==> src/pkg/fspok_pkg.sv <==
// package for the fault status and power-ok delay block: command codes,
// bit positions, reset values and the packed carriers shared by the design.
// assumes a pmbus front end outside that decodes frames into command strobes.
//
// What this block does
// - set other-communication-fault on write to read-only command or other comm fault
// - latch over-temperature fault at bit 31, warning at bit 30
// - latch input OV fault 23, OV warn 22, UV warn 21, UV fault 20
// - latch low-vin shutdown 19, input OC fault 18, OC warn 17, OP warn 16
// - latch output OC fault 15, OC warn 13, UC fault 12
// - latch current-share fault at bit 11
// - latch output OV fault 7, OV warn 6, UV warn 5, UV fault 4
// - latch output min/max flag at bit 3, turn-on-time max flag at bit 2
// - phase select FFh or 80h: phase-fault read returns per-phase summary
// - other phase select values: phase-fault read returns selected phase faults
// - summary bit n set when phase n has had a fault
// - off delay field 15:12 gives 2^N+1 switching clocks for N 1..15
// - power-ok drops only after off delay from unmasked event; code 0 one clock
// - on delay field 11:8 gives 2^N+1 switching clocks for N 1..15
// - power-ok releases only after on delay with no unmasked event; code 0 one clock
// - mask bit 0 lets its event pull power-ok low, 1 blocks it
package fspok_pkg;

  // command codes
  localparam logic [7:0] CMD_CLEAR_FAULTS = 8'h03;
  localparam logic [7:0] CMD_PHASE        = 8'h04;
  localparam logic [7:0] CMD_STATUS_ALL   = 8'hdb;
  localparam logic [7:0] CMD_PHASE_FAULT  = 8'hdc;
  localparam logic [7:0] CMD_POK_CONFIG   = 8'he3;

  // combined status block bit positions
  localparam int STATUS_ALL_W      = 56;
  localparam int BIT_OTHER_COMM    = 33;
  localparam int BIT_OT_FAULT      = 31;
  localparam int BIT_OT_WARN       = 30;
  localparam int BIT_VIN_OV_FAULT  = 23;
  localparam int BIT_VIN_OV_WARN   = 22;
  localparam int BIT_VIN_UV_WARN   = 21;
  localparam int BIT_VIN_UV_FAULT  = 20;
  localparam int BIT_LOW_VIN       = 19;
  localparam int BIT_IIN_OC_FAULT  = 18;
  localparam int BIT_IIN_OC_WARN   = 17;
  localparam int BIT_PIN_OP_WARN   = 16;
  localparam int BIT_IOUT_OC_FAULT = 15;
  localparam int BIT_IOUT_OC_WARN  = 13;
  localparam int BIT_IOUT_UC_FAULT = 12;
  localparam int BIT_SHARE_FAULT   = 11;
  localparam int BIT_VOUT_OV_FAULT = 7;
  localparam int BIT_VOUT_OV_WARN  = 6;
  localparam int BIT_VOUT_UV_WARN  = 5;
  localparam int BIT_VOUT_UV_FAULT = 4;
  localparam int BIT_VOUT_MINMAX   = 3;
  localparam int BIT_TON_MAX       = 2;

  // power-ok config fields and mask bit positions
  localparam int POK_OFF_DLY_LSB   = 12;
  localparam int POK_ON_DLY_LSB    = 8;
  localparam int POK_DLY_W         = 4;
  localparam int POK_MASK_W        = 8;
  localparam int MASK_VOUT_OV_FAULT = 7;
  localparam int MASK_VOUT_OV_WARN  = 6;
  localparam int MASK_VOUT_UV_FAULT = 5;
  localparam int MASK_VOUT_UV_WARN  = 4;
  localparam int MASK_IOUT_OC_WARN  = 3;
  localparam int MASK_IOUT_OC_FAULT = 2;
  localparam int MASK_VIN_OV_WARN   = 1;
  localparam int MASK_VIN_OV_FAULT  = 0;

  // reset values and phase constants
  localparam logic [15:0] POK_CONFIG_RST    = 16'h0000;
  localparam logic [7:0]  PHASE_RST         = 8'hff;
  localparam logic [7:0]  PHASE_BROADCAST   = 8'hff;
  localparam logic [7:0]  PHASE_ALT_SUMMARY = 8'h80;
  localparam int          NUM_PHASES        = 4;
  localparam int          DLY_CNT_W         = 17;
  localparam int          SYNC_STAGES       = 2;

  // live fault and warning conditions from the sense logic
  typedef struct packed {
    logic ot_fault;
    logic ot_warn;
    logic vin_ov_fault;
    logic vin_ov_warn;
    logic vin_uv_warn;
    logic vin_uv_fault;
    logic low_vin;
    logic iin_oc_fault;
    logic iin_oc_warn;
    logic pin_op_warn;
    logic iout_oc_fault;
    logic iout_oc_warn;
    logic iout_uc_fault;
    logic share_fault;
    logic vout_ov_fault;
    logic vout_ov_warn;
    logic vout_uv_warn;
    logic vout_uv_fault;
    logic vout_minmax;
    logic ton_max;
  } fspok_events_t;

  // one decoded command from the pmbus front end
  typedef struct packed {
    logic        valid;
    logic        write;
    logic [7:0]  code;
    logic [15:0] wdata;
  } fspok_cmd_t;

endpackage

==> src/hdl/fspok_sync.sv <==
// two-flop synchroniser for a vector of slow pins.
// assumes every bit is an independent level; no word coherence is promised.
`timescale 1ns/1ps
module fspok_sync
  import fspok_pkg::*;
#(
  parameter int W = 1
) (
  input  wire logic         i_clk,
  input  wire logic         i_rst_b,
  input  wire logic [W-1:0] i_async,
  output logic      [W-1:0] o_sync
);

  logic [W-1:0] meta_reg;

  // first stage feeds only the second stage
  always_ff @(posedge i_clk) begin
    if (!i_rst_b) begin
      meta_reg <= '0;
      o_sync   <= '0;
    end else begin
      meta_reg <= i_async;
      o_sync   <= meta_reg;
    end
  end

endmodule

==> src/hdl/fspok_status_pok.sv <==
// fault status latches, phase-fault word and power-ok delay timing.
// assumes decoded pmbus commands on the system clock and slow sense pins
// plus the pwm switching clock arriving from outside this clock domain.
`timescale 1ns/1ps
module fspok_status_pok
  import fspok_pkg::*;
(
  input  wire logic                    I_CLK,
  input  wire logic                    I_RST_B,
  input  wire logic                    I_PWM_CLK,
  input  fspok_events_t                I_EVENTS,
  input  wire logic [NUM_PHASES-1:0]   I_PHASE_FAULT,
  input  wire logic [1:0]              I_OWN_PHASE,
  input  wire logic                    I_COMM_FAULT,
  input  fspok_cmd_t                   I_CMD,
  output logic [STATUS_ALL_W-1:0]      O_RDATA,
  output logic                         O_RDATA_VALID,
  output logic                         O_POWER_OK
);

  localparam int EV_W = $bits(fspok_events_t);

  fspok_events_t              ev_sync;
  fspok_events_t              flags_reg;
  logic [NUM_PHASES-1:0]      phase_sync;
  logic [NUM_PHASES-1:0]      phase_flags_reg;
  logic [1:0]                 own_sync;
  logic                       pwm_sync;
  logic                       pwm_prev_reg;
  logic                       pwm_tick;
  logic                       comm_fault_reg;
  logic [15:0]                pok_config_reg;
  logic [7:0]                 phase_reg;
  logic                       clear_faults;
  logic                       bad_write;
  logic                       bad_read;
  logic                       is_write;
  logic                       is_read;
  logic [STATUS_ALL_W-1:0]    status_all;
  logic [15:0]                phase_word;
  logic [POK_MASK_W-1:0]      mask_events;
  logic                       unmasked_bad;
  logic                       mismatch;
  logic [POK_DLY_W-1:0]       dly_code;
  logic [DLY_CNT_W-1:0]       dly_target;
  logic [DLY_CNT_W-1:0]       dly_cnt_reg;
  logic [DLY_CNT_W-1:0]       dly_cnt_next;
  logic                       local_any;
  logic [STATUS_ALL_W-1:0]    rdata_next;

  // event pins in one vector, phase-fault, own-phase and pwm pins in a second; comm fault and commands are not resynchronised
  fspok_sync #(
    .W (EV_W)
  ) u_sync_events (
    .i_clk   (I_CLK),
    .i_rst_b (I_RST_B),
    .i_async (I_EVENTS),
    .o_sync  (ev_sync)
  );

  fspok_sync #(
    .W (NUM_PHASES + 3)
  ) u_sync_misc (
    .i_clk   (I_CLK),
    .i_rst_b (I_RST_B),
    .i_async ({I_PHASE_FAULT, I_OWN_PHASE, I_PWM_CLK}),
    .o_sync  ({phase_sync, own_sync, pwm_sync})
  );

  // rising edge of the switching clock becomes a one-cycle tick
  always_ff @(posedge I_CLK) begin
    if (!I_RST_B) begin
      pwm_prev_reg <= 1'b0;
    end else begin
      pwm_prev_reg <= pwm_sync;
    end
  end

  assign pwm_tick = pwm_sync & ~pwm_prev_reg;

  // command decode
  assign is_write     = I_CMD.valid & I_CMD.write;
  assign is_read      = I_CMD.valid & ~I_CMD.write;
  assign clear_faults = is_write && (I_CMD.code == CMD_CLEAR_FAULTS);

  // writes to read-only codes and unknown codes count as comm faults
  always_comb begin
    bad_write = 1'b0;
    if (is_write) begin
      case (I_CMD.code)
        CMD_CLEAR_FAULTS: bad_write = 1'b0;
        CMD_PHASE:        bad_write = 1'b0;
        CMD_POK_CONFIG:   bad_write = 1'b0;
        CMD_STATUS_ALL:   bad_write = 1'b1;
        CMD_PHASE_FAULT:  bad_write = 1'b1;
        default:          bad_write = 1'b1;
      endcase
    end
  end

  // reads of codes this block does not answer are also comm faults
  always_comb begin
    bad_read = 1'b0;
    if (is_read) begin
      case (I_CMD.code)
        CMD_PHASE:       bad_read = 1'b0;
        CMD_POK_CONFIG:  bad_read = 1'b0;
        CMD_STATUS_ALL:  bad_read = 1'b0;
        CMD_PHASE_FAULT: bad_read = 1'b0;
        default:         bad_read = 1'b1;
      endcase
    end
  end

  // sticky comm fault; a new fault in the clear cycle still lands
  always_ff @(posedge I_CLK) begin
    if (!I_RST_B) begin
      comm_fault_reg <= 1'b0;
    end else begin
      comm_fault_reg <= (comm_fault_reg & ~clear_faults) | bad_write | bad_read | I_COMM_FAULT;
    end
  end

  // fault and warning latches: set beats clear so no event is lost
  always_ff @(posedge I_CLK) begin
    if (!I_RST_B) begin
      flags_reg <= '0;
    end else if (clear_faults) begin
      flags_reg <= ev_sync;
    end else begin
      flags_reg <= flags_reg | ev_sync;
    end
  end

  // any local latched flag marks our own phase as faulted
  assign local_any = (|flags_reg) | comm_fault_reg;

  // per-phase fault latches; own slot also picks up local flags
  // local flags about to be cleared must not re-arm the own slot, a fresh
  // event in the clear cycle reaches it one cycle later through flags_reg
  always_ff @(posedge I_CLK) begin
    for (int p = 0; p < NUM_PHASES; p++) begin
      if (!I_RST_B) begin
        phase_flags_reg[p] <= 1'b0;
      end else begin
        phase_flags_reg[p] <= (phase_flags_reg[p] & ~clear_faults) | phase_sync[p] |
                              (local_any && !clear_faults && (own_sync == p[1:0]));
      end
    end
  end

  // software-written configuration
  always_ff @(posedge I_CLK) begin
    if (!I_RST_B) begin
      pok_config_reg <= POK_CONFIG_RST;
    end else if (is_write && (I_CMD.code == CMD_POK_CONFIG)) begin
      pok_config_reg <= I_CMD.wdata;
    end
  end

  always_ff @(posedge I_CLK) begin
    if (!I_RST_B) begin
      phase_reg <= PHASE_RST;
    end else if (is_write && (I_CMD.code == CMD_PHASE)) begin
      phase_reg <= I_CMD.wdata[7:0];
    end
  end

  // assemble the combined status block from the latches
  always_comb begin
    status_all                    = '0;
    status_all[BIT_OTHER_COMM]    = comm_fault_reg;
    status_all[BIT_OT_FAULT]      = flags_reg.ot_fault;
    status_all[BIT_OT_WARN]       = flags_reg.ot_warn;
    status_all[BIT_VIN_OV_FAULT]  = flags_reg.vin_ov_fault;
    status_all[BIT_VIN_OV_WARN]   = flags_reg.vin_ov_warn;
    status_all[BIT_VIN_UV_WARN]   = flags_reg.vin_uv_warn;
    status_all[BIT_VIN_UV_FAULT]  = flags_reg.vin_uv_fault;
    status_all[BIT_LOW_VIN]       = flags_reg.low_vin;
    status_all[BIT_IIN_OC_FAULT]  = flags_reg.iin_oc_fault;
    status_all[BIT_IIN_OC_WARN]   = flags_reg.iin_oc_warn;
    status_all[BIT_PIN_OP_WARN]   = flags_reg.pin_op_warn;
    status_all[BIT_IOUT_OC_FAULT] = flags_reg.iout_oc_fault;
    status_all[BIT_IOUT_OC_WARN]  = flags_reg.iout_oc_warn;
    status_all[BIT_IOUT_UC_FAULT] = flags_reg.iout_uc_fault;
    status_all[BIT_SHARE_FAULT]   = flags_reg.share_fault;
    status_all[BIT_VOUT_OV_FAULT] = flags_reg.vout_ov_fault;
    status_all[BIT_VOUT_OV_WARN]  = flags_reg.vout_ov_warn;
    status_all[BIT_VOUT_UV_WARN]  = flags_reg.vout_uv_warn;
    status_all[BIT_VOUT_UV_FAULT] = flags_reg.vout_uv_fault;
    status_all[BIT_VOUT_MINMAX]   = flags_reg.vout_minmax;
    status_all[BIT_TON_MAX]       = flags_reg.ton_max;
  end

  // phase-fault word: summary in broadcast modes, else the selected phase
  always_comb begin
    phase_word = '0;
    if ((phase_reg == PHASE_BROADCAST) || (phase_reg == PHASE_ALT_SUMMARY)) begin
      phase_word[NUM_PHASES-1:0] = phase_flags_reg;
    end else if (phase_reg[7:2] != 6'h00) begin
      phase_word = '0; // no such phase in a four-phase stack
    end else if (phase_reg[1:0] == own_sync) begin
      phase_word = status_all[15:0];
    end else begin
      // remote phases only report that they faulted; details live there
      phase_word[0] = phase_flags_reg[phase_reg[1:0]];
    end
  end

  // read mux
  always_comb begin
    rdata_next = '0;
    case (I_CMD.code)
      CMD_STATUS_ALL:  rdata_next = status_all;
      CMD_PHASE_FAULT: rdata_next[15:0] = phase_word;
      CMD_POK_CONFIG:  rdata_next[15:0] = pok_config_reg;
      CMD_PHASE:       rdata_next[7:0] = phase_reg;
      default:         rdata_next = '0;
    endcase
  end

  // read data registered, valid one cycle after the read strobe
  always_ff @(posedge I_CLK) begin
    if (!I_RST_B) begin
      O_RDATA       <= '0;
      O_RDATA_VALID <= 1'b0;
    end else begin
      O_RDATA_VALID <= is_read;
      if (is_read) begin
        O_RDATA <= rdata_next;
      end
    end
  end

  // live conditions gated by their mask bits; 0 lets the event through
  always_comb begin
    mask_events                     = '0;
    mask_events[MASK_VOUT_OV_FAULT] = ev_sync.vout_ov_fault;
    mask_events[MASK_VOUT_OV_WARN]  = ev_sync.vout_ov_warn;
    mask_events[MASK_VOUT_UV_FAULT] = ev_sync.vout_uv_fault;
    mask_events[MASK_VOUT_UV_WARN]  = ev_sync.vout_uv_warn;
    mask_events[MASK_IOUT_OC_WARN]  = ev_sync.iout_oc_warn;
    mask_events[MASK_IOUT_OC_FAULT] = ev_sync.iout_oc_fault;
    mask_events[MASK_VIN_OV_WARN]   = ev_sync.vin_ov_warn;
    mask_events[MASK_VIN_OV_FAULT]  = ev_sync.vin_ov_fault;
  end

  // live rather than latched, so power-ok can come back once things clear
  assign unmasked_bad = |(mask_events & ~pok_config_reg[POK_MASK_W-1:0]);

  // output disagrees with the condition: a pending transition
  assign mismatch = O_POWER_OK ? unmasked_bad : ~unmasked_bad;

  // delay code follows the direction of the pending change
  assign dly_code = O_POWER_OK ? pok_config_reg[POK_OFF_DLY_LSB +: POK_DLY_W]
                               : pok_config_reg[POK_ON_DLY_LSB +: POK_DLY_W];

  // code 0 is a single clock, else 2^N+1 switching clocks
  always_comb begin
    if (dly_code == '0) begin
      dly_target = DLY_CNT_W'(1);
    end else begin
      dly_target = (DLY_CNT_W'(1) << dly_code) + DLY_CNT_W'(1);
    end
  end

  assign dly_cnt_next = dly_cnt_reg + DLY_CNT_W'(1);

  // delay counter and power-ok; any return to agreement restarts the count
  always_ff @(posedge I_CLK) begin
    if (!I_RST_B) begin
      dly_cnt_reg <= '0;
      O_POWER_OK  <= 1'b0;
    end else if (!mismatch) begin
      dly_cnt_reg <= '0;
    end else if (pwm_tick) begin
      if (dly_cnt_next >= dly_target) begin
        dly_cnt_reg <= '0;
        O_POWER_OK  <= ~O_POWER_OK;
      end else begin
        dly_cnt_reg <= dly_cnt_next;
      end
    end
  end

endmodule

==> config.mk <==
export PLATFORM = sky130hd
export DESIGN_NAME = fspok_status_pok
export DESIGN_NICKNAME = d
export VERILOG_FILES = /design/src/pkg/fspok_pkg.sv /design/src/hdl/fspok_sync.sv /design/src/hdl/fspok_status_pok.sv
export SDC_FILE = /design/constraint.sdc
export NUM_CORES = 1
export LEC_CHECK = 0
export BUFFER_PORTS_ARGS = -buffer_cell sky130_fd_sc_hd__buf_2
export CAP_MARGIN = 5
export CORE_UTILIZATION = 55
export DETAILED_ROUTE_END_ITERATION = 10
export HOLD_SLACK_MARGIN = 0.08
export PLACE_DENSITY = 0.8
export SETUP_SLACK_MARGIN = 0.5
export SLEW_MARGIN = 20
export SYNTH_ARGS = -nofsm -noshare
export SYNTH_HDL_FRONTEND = slang
export SYNTH_SLANG_ARGS = --single-unit
==> constraint.sdc <==
create_clock -name I_CLK -period 8.3 [get_ports I_CLK]
set_clock_uncertainty 0.2 [all_clocks]
set_input_delay 0 -clock I_CLK [delete_from_list [all_inputs] [get_ports I_CLK]]
set_output_delay 0 -clock I_CLK [all_outputs]
set_load 0.05 [all_outputs]
==> flow_summary.ini, run 1 <==
[sta]
worst_slack_ns = 4.250
hold_viol_final = 0
period_needed_ns = 4.050
relSlewSlack = 0.3238
slew_violations = 0
fin_crit_sh = 0.4880
tightest_slew_ns = 1.013
setup_tns_ns = 0
fmax_mhz = 246.9
setup_viol_count_final = 0
rsz0062_at_grt = false

[place]
place_congestion = 0.8661
place_area_um2 = 6671
dpl.cell_count = 897
pre_cts_slack_ns = 4.360
port_buffers = 84
dp_hpwl_um = 10160

[flow_run]
drv_cap = 0

[critical_path]
worst_path_max_delay_cell = nor3_1
critPathMaxFanout = 18
crit_arrival_ns = 4.15
setup.worst_path.end_class = register
path_class = reg -> reg
cp_num_cells = 11
cpPeakStageDelay_ns = 0.62
r2r-start = dly_cnt_reg[5]
crit_top_cell = nand2_1
worstPathCellList = nand4_1, nor3_1, nand2_1, and2_1, or2_1, ha_1, nand2_1, nor4_1, a21oi_1, and3_1, a32o_1
startpoint_type = register
cp_num_buf_inv = 0
critical_path.top_delay_family = simple AND/OR/NAND/NOR gates
setup.worst_path.start = dly_cnt_reg[5]
reg2reg_to = dly_cnt_reg[10]
crit_end = dly_cnt_reg[10]
reg2reg_setup_slack_ns = 4.25
required_ns = 8.40
reg2reg_depth = 11

[logic_synthesis]
synth.distinct_cells = 58
synth_edf_count = 0
syn_inst = 707
syn_area_um2 = 6304
yosysTopAreaCell = dfxtp_1
synth.area.top_cells = dfxtp_1 (48%), and2_1 (5.9%), nand2_1 (5.8%)
yosysSeqAreaShare = 0.4764
synth-main-ff-cell = dfxtp_1
yosys.area.top_type_share = 0.4764
ys_warn_count = 0
ys_ff_latch = 150
synth_area_per_cell_um2 = 8.916
synthArstFlopShare = 0

[pwr]
seqPwrFrac = 0.457
swShare = 0.2367
vdd_drop_max_uv = 173.0
p_per_area_nw_per_um2 = 209.8
p_int_w = 0.001259
power.leakage_nw = 3.287
p_comb_frac = 0.074
clkPwrFrac = 0.469
switchingPower_w = 0.0003902

[die]
die_h_um = 109.1
initial_core_util = 0.5739
core_um2 = 10980
die_x_um = 109.1
io_pins = 114
die_area_um2 = 11890
rows = 38

[clock_tree]
clock_path_buffers = 2
htree_levels = 4
clock_sinks = 150
cts_root_buffer = clkbuf_16
cts_setup_buffers = 0
cts_tree = yes
cts_made_buffers = 17
cts_resized = 0
clock_latency_ns = 0.42
cts.hold.buffers_added = 58
path_clk_slew_ns = 0.06

[global_routing]
antenna_found_initial = 0
grt_use_total = 0.2814
grt_pass1_vias = 5352
grt_max_degree = 68
grt_pass1_wl_um = 25630
overflow = 0

[cells_and_area]
final_area_um2 = 7860
area_delta_synth_final_pct = 24.69
final_cells = 987
drive_gt1_frac = 0.1476
nets = 909
largest_reg_flops = 27
utilization = 0.7157
num_antenna_cells = 0
regMostFlops = O_RDATA

[routing]
post_drt_via_cell_ratio = 5.686
drc = 0
vias = 5612
drt_pass1_iterations = 6
ant_nets = 0
routed_wl_um = 15950
drt-initial-drc-count = 604
post_drt_wl_per_cell_um = 16.16

[worst_hold_path]
holdPathStages = 3
hold_path.class = in -> reg

[status]
status = finished clean
metal layers:
layer / GRT usage / vias up / wire, um
li1: - / 2661 / -
met1: 0.3180 / 2660 / 6326
met2: 0.5004 / 235 / 8248
met3: 0.06216 / 56 / 894
met4: 0.1313 / 0 / 480
met5: 0 / - / 0
worst min path at each step:
stage | end | startpoint | slack, ns
after CTS | phase_flags_reg[1] | I_CMD[19] | 0.1
after global placement | u_sync_events.meta_reg[2] | I_EVENTS[2] | 0.005
after detailed placement | u_sync_events.meta_reg[19] | I_EVENTS[19] | 0.009
final | u_sync_events.meta_reg[11] | I_EVENTS[11] | 0.12
after floorplan | phase_reg[0] | I_CMD[0] | -0.07
after global routing | u_sync_events.meta_reg[19] | I_EVENTS[19] | 0.12
power groups by stage:
stage	registers (W)	logic, W	clock network (W)
3_5_place_dp	0.000768	0.0000999	0
3_3_place_gp	0.000767	0.0000976	0
5_1_grt	0.000754	0.000132	0.000811
2_1_floorplan	0.000766	0.0000835	0
4_1_cts	0.000752	0.000119	0.000779
6_report	0.000753	0.000122	0.000774
synthesized netlist by cell type, types with 6 or more instances:
cell / n
buf_4: 29
and3_1: 11
xor2_1: 6
nand2_1: 97
nand2b_1: 13
xnor2_1: 9
o21ai_0: 9
a32o_1: 10
a222oi_1: 6
clkbuf_1: 33
ha_1: 19
nand3_1: 17
nor2_1: 55
nand4_1: 9
mux2i_1: 14
dfxtp_1: 150
inv_1: 8
and2_1: 59
a22oi_1: 17
a21oi_1: 61
kinds of logic (layout without fill, tap and decap cells):
| logic type | after synthesis | count (layout) | synth area share |
|---|---|---|---|
| buffers and inverters | 74 | 185 | 0.06173 |
| other | 2 | 31 | 0.001191 |
| XOR/XNOR | 15 | 15 | 0.02084 |
| AND/OR/NAND/NOR | 295 | 295 | 0.2326 |
| flip-flops | 150 | 150 | 0.4764 |
| AO/OA/AOI/OAI | 138 | 138 | 0.1473 |
| multiplexers | 14 | 14 | 0.02223 |
| adder cells (fa/ha/maj) | 19 | 19 | 0.03771 |
worst min-delay path, cell delays in order:
cell and delay (ns):
dlygate4sd3_1 0.51, buf_2 0.09, and2_1 0.10
cells in the final DEF (no fill, tap or decap), types with 17 or more instances in the layout:
cell type and count:
dfxtp_1 150, nand2_1 97, buf_2 84, a21oi_1 60, and2_1 59, dlygate4sd3_1 58
nor2_1 55, conb_1 31, ha_1 19, nand3_1 17, a22oi_1 17, clkbuf_16 17
final cells by class:
type / instances / area, um2
timing repair buffer: 144 / 1016
clock buffer: 21 / 470.5
clock inverter: 11 / 137.6
inverter: 9 / 33.78
tap: 140 / 175.2
sequential: 150 / 3003
fill: 771 / 3123
multi-input combinational: 512 / 3024
per-stage QoR:
| step | hold slack (ns) | power [W] |
|---|---|---|
| finish | 0.1208 | 0.001649 |
| floorplan | -0.07489 | 0.0008494 |
| global route | 0.1204 | 0.001698 |
| detailed placement | 0.008973 | 0.0008677 |
| global placement | 0.004536 | 0.0008646 |
| CTS | 0.09875 | 0.001650 |
(Power assumes the default switching activity.)
==> run 2: changes to the inputs <==
==> constraint.sdc (replaced) <==
create_clock -name I_CLK -period 3.85 [get_ports I_CLK]
set_clock_uncertainty 0.2 [all_clocks]
set_input_delay 0 -clock I_CLK [delete_from_list [all_inputs] [get_ports I_CLK]]
set_output_delay 0 -clock I_CLK [all_outputs]
set_load 0.05 [all_outputs]
==> flow_summary.ini, run 2 (synthesis gave the netlist of run 1 again) <==
[status]
status = finished clean

[routing]
post_drt_wl_per_cell_um = 16.97
drc = 0
post_drt_via_cell_ratio = 5.585
vias = 5758
drt_pass1_iterations = 6
routed_wl_um = 17500
ant_nets = 0
drt-initial-drc-count = 633

[critical_path]
setup.worst_path.end_class = register
crit_arrival_ns = 3.47
reg2reg_depth = 13
required_ns = 4.01
reg2reg_to = dly_cnt_reg[10]
path_class = reg -> reg
critPathMaxFanout = 10
startpoint_type = register
reg2reg_setup_slack_ns = 0.54
r2r-start = pok_config_reg[15]

[clock_tree]
path_clk_slew_ns = 0.07
cts_tree = yes
cts_made_buffers = 17
clock_sinks = 150
cts_root_buffer = clkbuf_16
htree_levels = 4
clock_path_buffers = 2
clock_latency_ns = 0.43

[place]
port_buffers = 84
place_congestion = 0.9197
dp_hpwl_um = 10370
place_area_um2 = 6716
pre_cts_slack_ns = 0.3192

[cells_and_area]
largest_reg_flops = 27
final_cell_mix = dfxtp_1 (147), nand2_1 (97), dlygate4sd3_1 (87)
num_antenna_cells = 0
final.fill_count = 718
nets = 953
regMostFlops = O_RDATA
final_area_um2 = 8362
final_common_cell = dfxtp_1
utilization = 0.7613
drive_gt1_frac = 0.1706
area_delta_synth_final_pct = 32.65

[pwr]
power.leakage_nw = 3.552
vdd_drop_max_uv = 369.9
power.total_w = 0.003700
p_per_area_nw_per_um2 = 442.5

[global_routing]
overflow = 0
grt_pass1_wl_um = 27050
grt_max_degree = 67
grt_use_total = 0.3006
grt_pass1_vias = 5684
antenna_found_initial = 0

[sta]
tightest_slew_ns = 0.8609
relSlewSlack = 0.4261
setup_viol_count_final = 0
hold_viol_final = 0
rsz0062_at_grt = true
setup_tns_ns = 0
fin_crit_sh = 0.8593
period_needed_ns = 3.308
worst_slack_ns = 0.5416
fmax_mhz = 302.3
slew_violations = 0

[worst_hold_path]
hold_path.class = in -> reg
timing.hold.worst_endpoint = phase_reg[6]
holdCritStartpoint = I_CMD[6]
holdPathStages = 4

[die]
rows = 38
core_um2 = 10980
initial_core_util = 0.5739
die_x_um = 109.1
io_pins = 114
die_h_um = 109.1
die_area_um2 = 11890

[flow_run]
drv_cap = 0
-- run 2: cell types whose count changed in the layout (fill, tap and decap cells not counted), moves of 2 or more --
cell	delta
dlygate4sd3_1	+29
buf_2	+2
clkbuf_8	-3
o21ai_0	-2
clkinvlp_4	+2
dfxtp_1	-3
dfxtp_2	+2
buf_4	+12
bufinv_16	+2
clkinv_4	-4
-- run 2: metal layers --
| metal | up-vias | track usage | share of wire |
|---|---|---|---|
| met5 | - | 0 | 0 |
| met4 | 0 | 0.1612 | 0.035 |
| met3 | 58 | 0.07292 | 0.050 |
| met2 | 239 | 0.5180 | 0.52 |
| met1 | 2716 | 0.3415 | 0.40 |
| li1 | 2745 | - | - |
-- run 2: worst max-delay path, cell delays in order (launching register included) --
cell,delay (ns)
dfxtp_1,0.46
nor2_1,0.09
a22o_1,0.28
and2_4,0.18
ha_1,0.18
a21oi_1,0.15
a31o_2,0.14
ha_1,0.24
a21o_1,0.18
a31oi_1,0.14
o21ai_1,0.17
a32oi_2,0.33
buf_2,0.31
a32o_1,0.20
-- run 2: metrics by stage --
| step | cells | hold slack (ns) |
|---|---|---|
| 3_5_place_dp | 901 | 0.008093 |
| 4_1_cts | 1021 | 0.08534 |
| 2_1_floorplan | 736 | -0.07489 |
| 6_report | 1031 | 0.1550 |
| 3_3_place_gp | 901 | 0.005160 |
| 5_1_grt | 1031 | 0.1717 |
-- run 2: how the worst max path moves through the flow --
stage | from | end | slack (ns) | cells after the start
6_report | pok_config_reg[15] | dly_cnt_reg[10] | 0.54 | 13
5_1_grt | O_POWER_OK | dly_cnt_reg[2] | 0.43 | 14
4_1_cts | O_POWER_OK | dly_cnt_reg[14] | 0.52 | 14
3_5_place_dp | dly_cnt_reg[0] | dly_cnt_reg[14] | 0.32 | 12
3_3_place_gp | dly_cnt_reg[0] | dly_cnt_reg[15] | 0.45 | 11
2_1_floorplan | O_POWER_OK | dly_cnt_reg[16] | 0.50 | 15
-- run 2: power by group --
group	switching, W	total (W)	internal (W)	leakage, nW
Clock	0.000683	0.00178	0.00110	0.297
Sequential	0.0000270	0.00162	0.00160	1.23
Combinational	0.000176	0.000299	0.000123	2.03
-- run 2: cell type report --
cell class                      instances  area, um2  share of cell area
Timing Repair Buffer                  188       1418              0.1695
Clock buffer                           19      432.9             0.05177
Sequential cell                       150       3009              0.3599
Multi-Input combinational cell        512       3099              0.3706
Clock inverter                         13      193.9             0.02319
Inverter                                9      33.78            0.004040
Tap cell                              140      175.2             0.02095
-- run 2: what timing repair did --
action | in CTS | in global routing
resized for setup | 7 | 11
buffers inserted | 1 | 8
hold buffers | 87 | 0
hold endpoints to repair | 128 | 0
endpoints found under the setup margin | 18 | 18
pin swaps | 2 | 4
cloned | 0 | 2
==> run 3: changes to the inputs <==
--- a/config.mk
+++ b/config.mk
@@ -7,12 +7,14 @@
 export LEC_CHECK = 0
 export BUFFER_PORTS_ARGS = -buffer_cell sky130_fd_sc_hd__buf_2
 export CAP_MARGIN = 5
+export CORE_MARGIN = 2
 export CORE_UTILIZATION = 55
 export DETAILED_ROUTE_END_ITERATION = 10
 export HOLD_SLACK_MARGIN = 0.08
-export PLACE_DENSITY = 0.8
+export PLACE_DENSITY = 0.79
 export SETUP_SLACK_MARGIN = 0.5
 export SLEW_MARGIN = 20
 export SYNTH_ARGS = -nofsm -noshare
 export SYNTH_HDL_FRONTEND = slang
+export SYNTH_HIERARCHICAL = 1
 export SYNTH_SLANG_ARGS = --single-unit
==> flow_summary.ini, run 3 <==
[status]
status = finished clean

[place]
pre_cts_slack_ns = 0.2290
port_buffers = 84
dp_hpwl_um = 10870
dpl.cell_count = 961
place_congestion = 0.9385

[sta]
period_needed_ns = 3.251
relSlewSlack = 0.3247
rsz0062_at_grt = true
tightest_slew_ns = 0.9998
slew_violations = 0
setup_tns_ns = 0
setup_viol_count_final = 0
fin_crit_sh = 0.8443
worst_slack_ns = 0.5993
hold_viol_final = 0
fmax_mhz = 307.6

[critical_path]
crit_top_cell = nand2_1
required_ns = 3.98
reg2reg_setup_slack_ns = 0.60
r2r-start = dly_cnt_reg[1]
startpoint_type = register
path_class = reg -> reg
reg2reg_to = dly_cnt_reg[0]
crit_arrival_ns = 3.39
setup.worst_path.end_class = register
worstPathCellList = ha_4, nand4_1, buf_4, nor2_1, nand2_1, xnor2_2, ha_1, a21o_1, a221o_1, a211oi_2, o21a_1, buf_6, nand2_1, o31ai_2
reg2reg_depth = 14
worst_path_max_delay_cell = dfxtp_4
critPathMaxFanout = 5
cpPeakStageDelay_ns = 0.37

[cells_and_area]
area_delta_synth_final_pct = 28.57
largest_reg_flops = 27
drive_gt1_frac = 0.2357
num_antenna_cells = 0
final_cells = 1080
final_common_cell = dfxtp_1
utilization = 0.7249
final_cell_mix = dfxtp_1 (139), buf_2 (84), dlygate4sd3_1 (75)
nets = 974
regMostFlops = O_RDATA

[logic_synthesis]
synth-main-ff-cell = dfxtp_1
synth_edf_count = 0
yosysSeqAreaShare = 0.4416
syn_inst = 742
yosysTopAreaCell = dfxtp_1
syn_area_um2 = 6800
synthArstFlopShare = 0
ys_warn_count = 6
ys_ff_latch = 150
synth.distinct_cells = 62
yosys.area.top_type_share = 0.4416
yosysMostFrequentCell = dfxtp_1
yosys-top-cells-count = dfxtp_1 (150), nand2_1 (65), nor2b_1 (57)
synth_area_per_cell_um2 = 9.165
synth.area.top_cells = dfxtp_1 (44%), nor2b_1 (5.2%), and2_2 (4.3%)

[routing]
post_drt_via_cell_ratio = 5.466
drc = 0
drt_pass1_iterations = 6
post_drt_wl_per_cell_um = 15.94
drt-initial-drc-count = 491
vias = 5903
ant_nets = 0
routed_wl_um = 17220

[worst_hold_path]
timing.hold.worst_endpoint = u_sync_events/meta_reg[1]
hold_path.class = in -> reg
holdCritStartpoint = I_EVENTS[1]
holdPathStages = 3

[clock_tree]
cts_made_buffers = 17
path_clk_slew_ns = 0.06
cts_tree = yes
clock_sinks = 150
htree_levels = 4
clock_path_buffers = 2
cts_root_buffer = clkbuf_16
clock_latency_ns = 0.43

[flow_run]
drv_cap = 0

[die]
die_x_um = 115.2
die_area_um2 = 13270
io_pins = 114
die_h_um = 115.2
initial_core_util = 0.5638
rows = 40
core_um2 = 12060

[pwr]
vdd_drop_max_uv = 363.7
p_per_area_nw_per_um2 = 407.1
power.leakage_nw = 3.620
power.total_w = 0.003559

[global_routing]
grt_max_degree = 57
grt_pass1_wl_um = 27060
grt_use_total = 0.2621
grt_pass1_vias = 5805
overflow = 0
antenna_found_initial = 0
-- run 3: cell count changes in the layout (fill, tap and decap cells not counted), sizes merged, moves of 8 or more --
cell         previous run  this run
inv                    14        24
a32o                   10         0
nand2                  97        65
o21ai                  11        23
and3                   11         1
mux2i                  14        25
o22ai                   2        10
nor2                   55        17
and2                   60        69
dlygate4sd3            87        75
nor2b                   5        57
nand3                  17        30
-- run 3: stage by stage --
step                instance area (um2)  hold slack (ns)
finish                             8743           0.1181
global route                       8743           0.1260
CTS                                8632          0.09990
detailed placement                 7207         0.009744
global placement                   7207         0.005403
floorplan                          6909         -0.07271
-- run 3: layout make-up --
type,instances,area [um2]
clock buffers,19,452.9
clock inverters,13,132.6
fillers,809,3318
inverters,17,63.81
multi-input cells,531,3500
flip-flops and latches,150,3024
well taps,168,210.2
repair buffers,182,1360
-- run 3: kinds of logic after synthesis --
kind of cell | share of synthesized area
simple gates | 0.2570
flops | 0.4416
compound gates | 0.1345
buf+inv | 0.07047
mux | 0.03845
fa+ha+maj | 0.03496
xor+xnor | 0.02190
other cells | 0.001104
-- run 3: report_power, final --
group | switching (W) | internal, W
registers | 0.0000264 | 0.00160
clock network | 0.000687 | 0.000941
logic | 0.000180 | 0.000130
-- run 3: layer usage --
metal	vias to the layer above	wire length [um]	GRT usage
li1	2828	-	-
met1	2748	6702	0.2920
met2	261	8849	0.4690
met3	66	1063	0.06062
met4	0	604	0.1301
met5	-	0	0
-- run 3: worst max-delay path, delay by kind of cell, from the launching register on --
kind	cells	cell delay [ns]
compound gates	5	1.15
xor+xnor	1	0.23
fa+ha+maj	2	0.45
buf+inv	2	0.32
flops	1	0.37
simple gates	4	0.43
-- run 3: worst max-delay path by stage --
stage	to	slack (ns)	from
finish	dly_cnt_reg[0]	0.60	dly_cnt_reg[1]
floorplan	dly_cnt_reg[11]	0.64	O_POWER_OK
detailed placement	dly_cnt_reg[0]	0.23	dly_cnt_reg[0]
CTS	dly_cnt_reg[0]	0.51	dly_cnt_reg[0]
global placement	dly_cnt_reg[0]	0.43	dly_cnt_reg[0]
global route	dly_cnt_reg[0]	0.45	O_POWER_OK
-- run 3: repair_timing --
item                                   CTS  global route
hold buffers                            75             0
setup buffers                            4             8
endpoints found under the hold margin   90             0
setup endpoints to repair               18            20
pin swaps                                1            11
gates resized for setup                 14            14
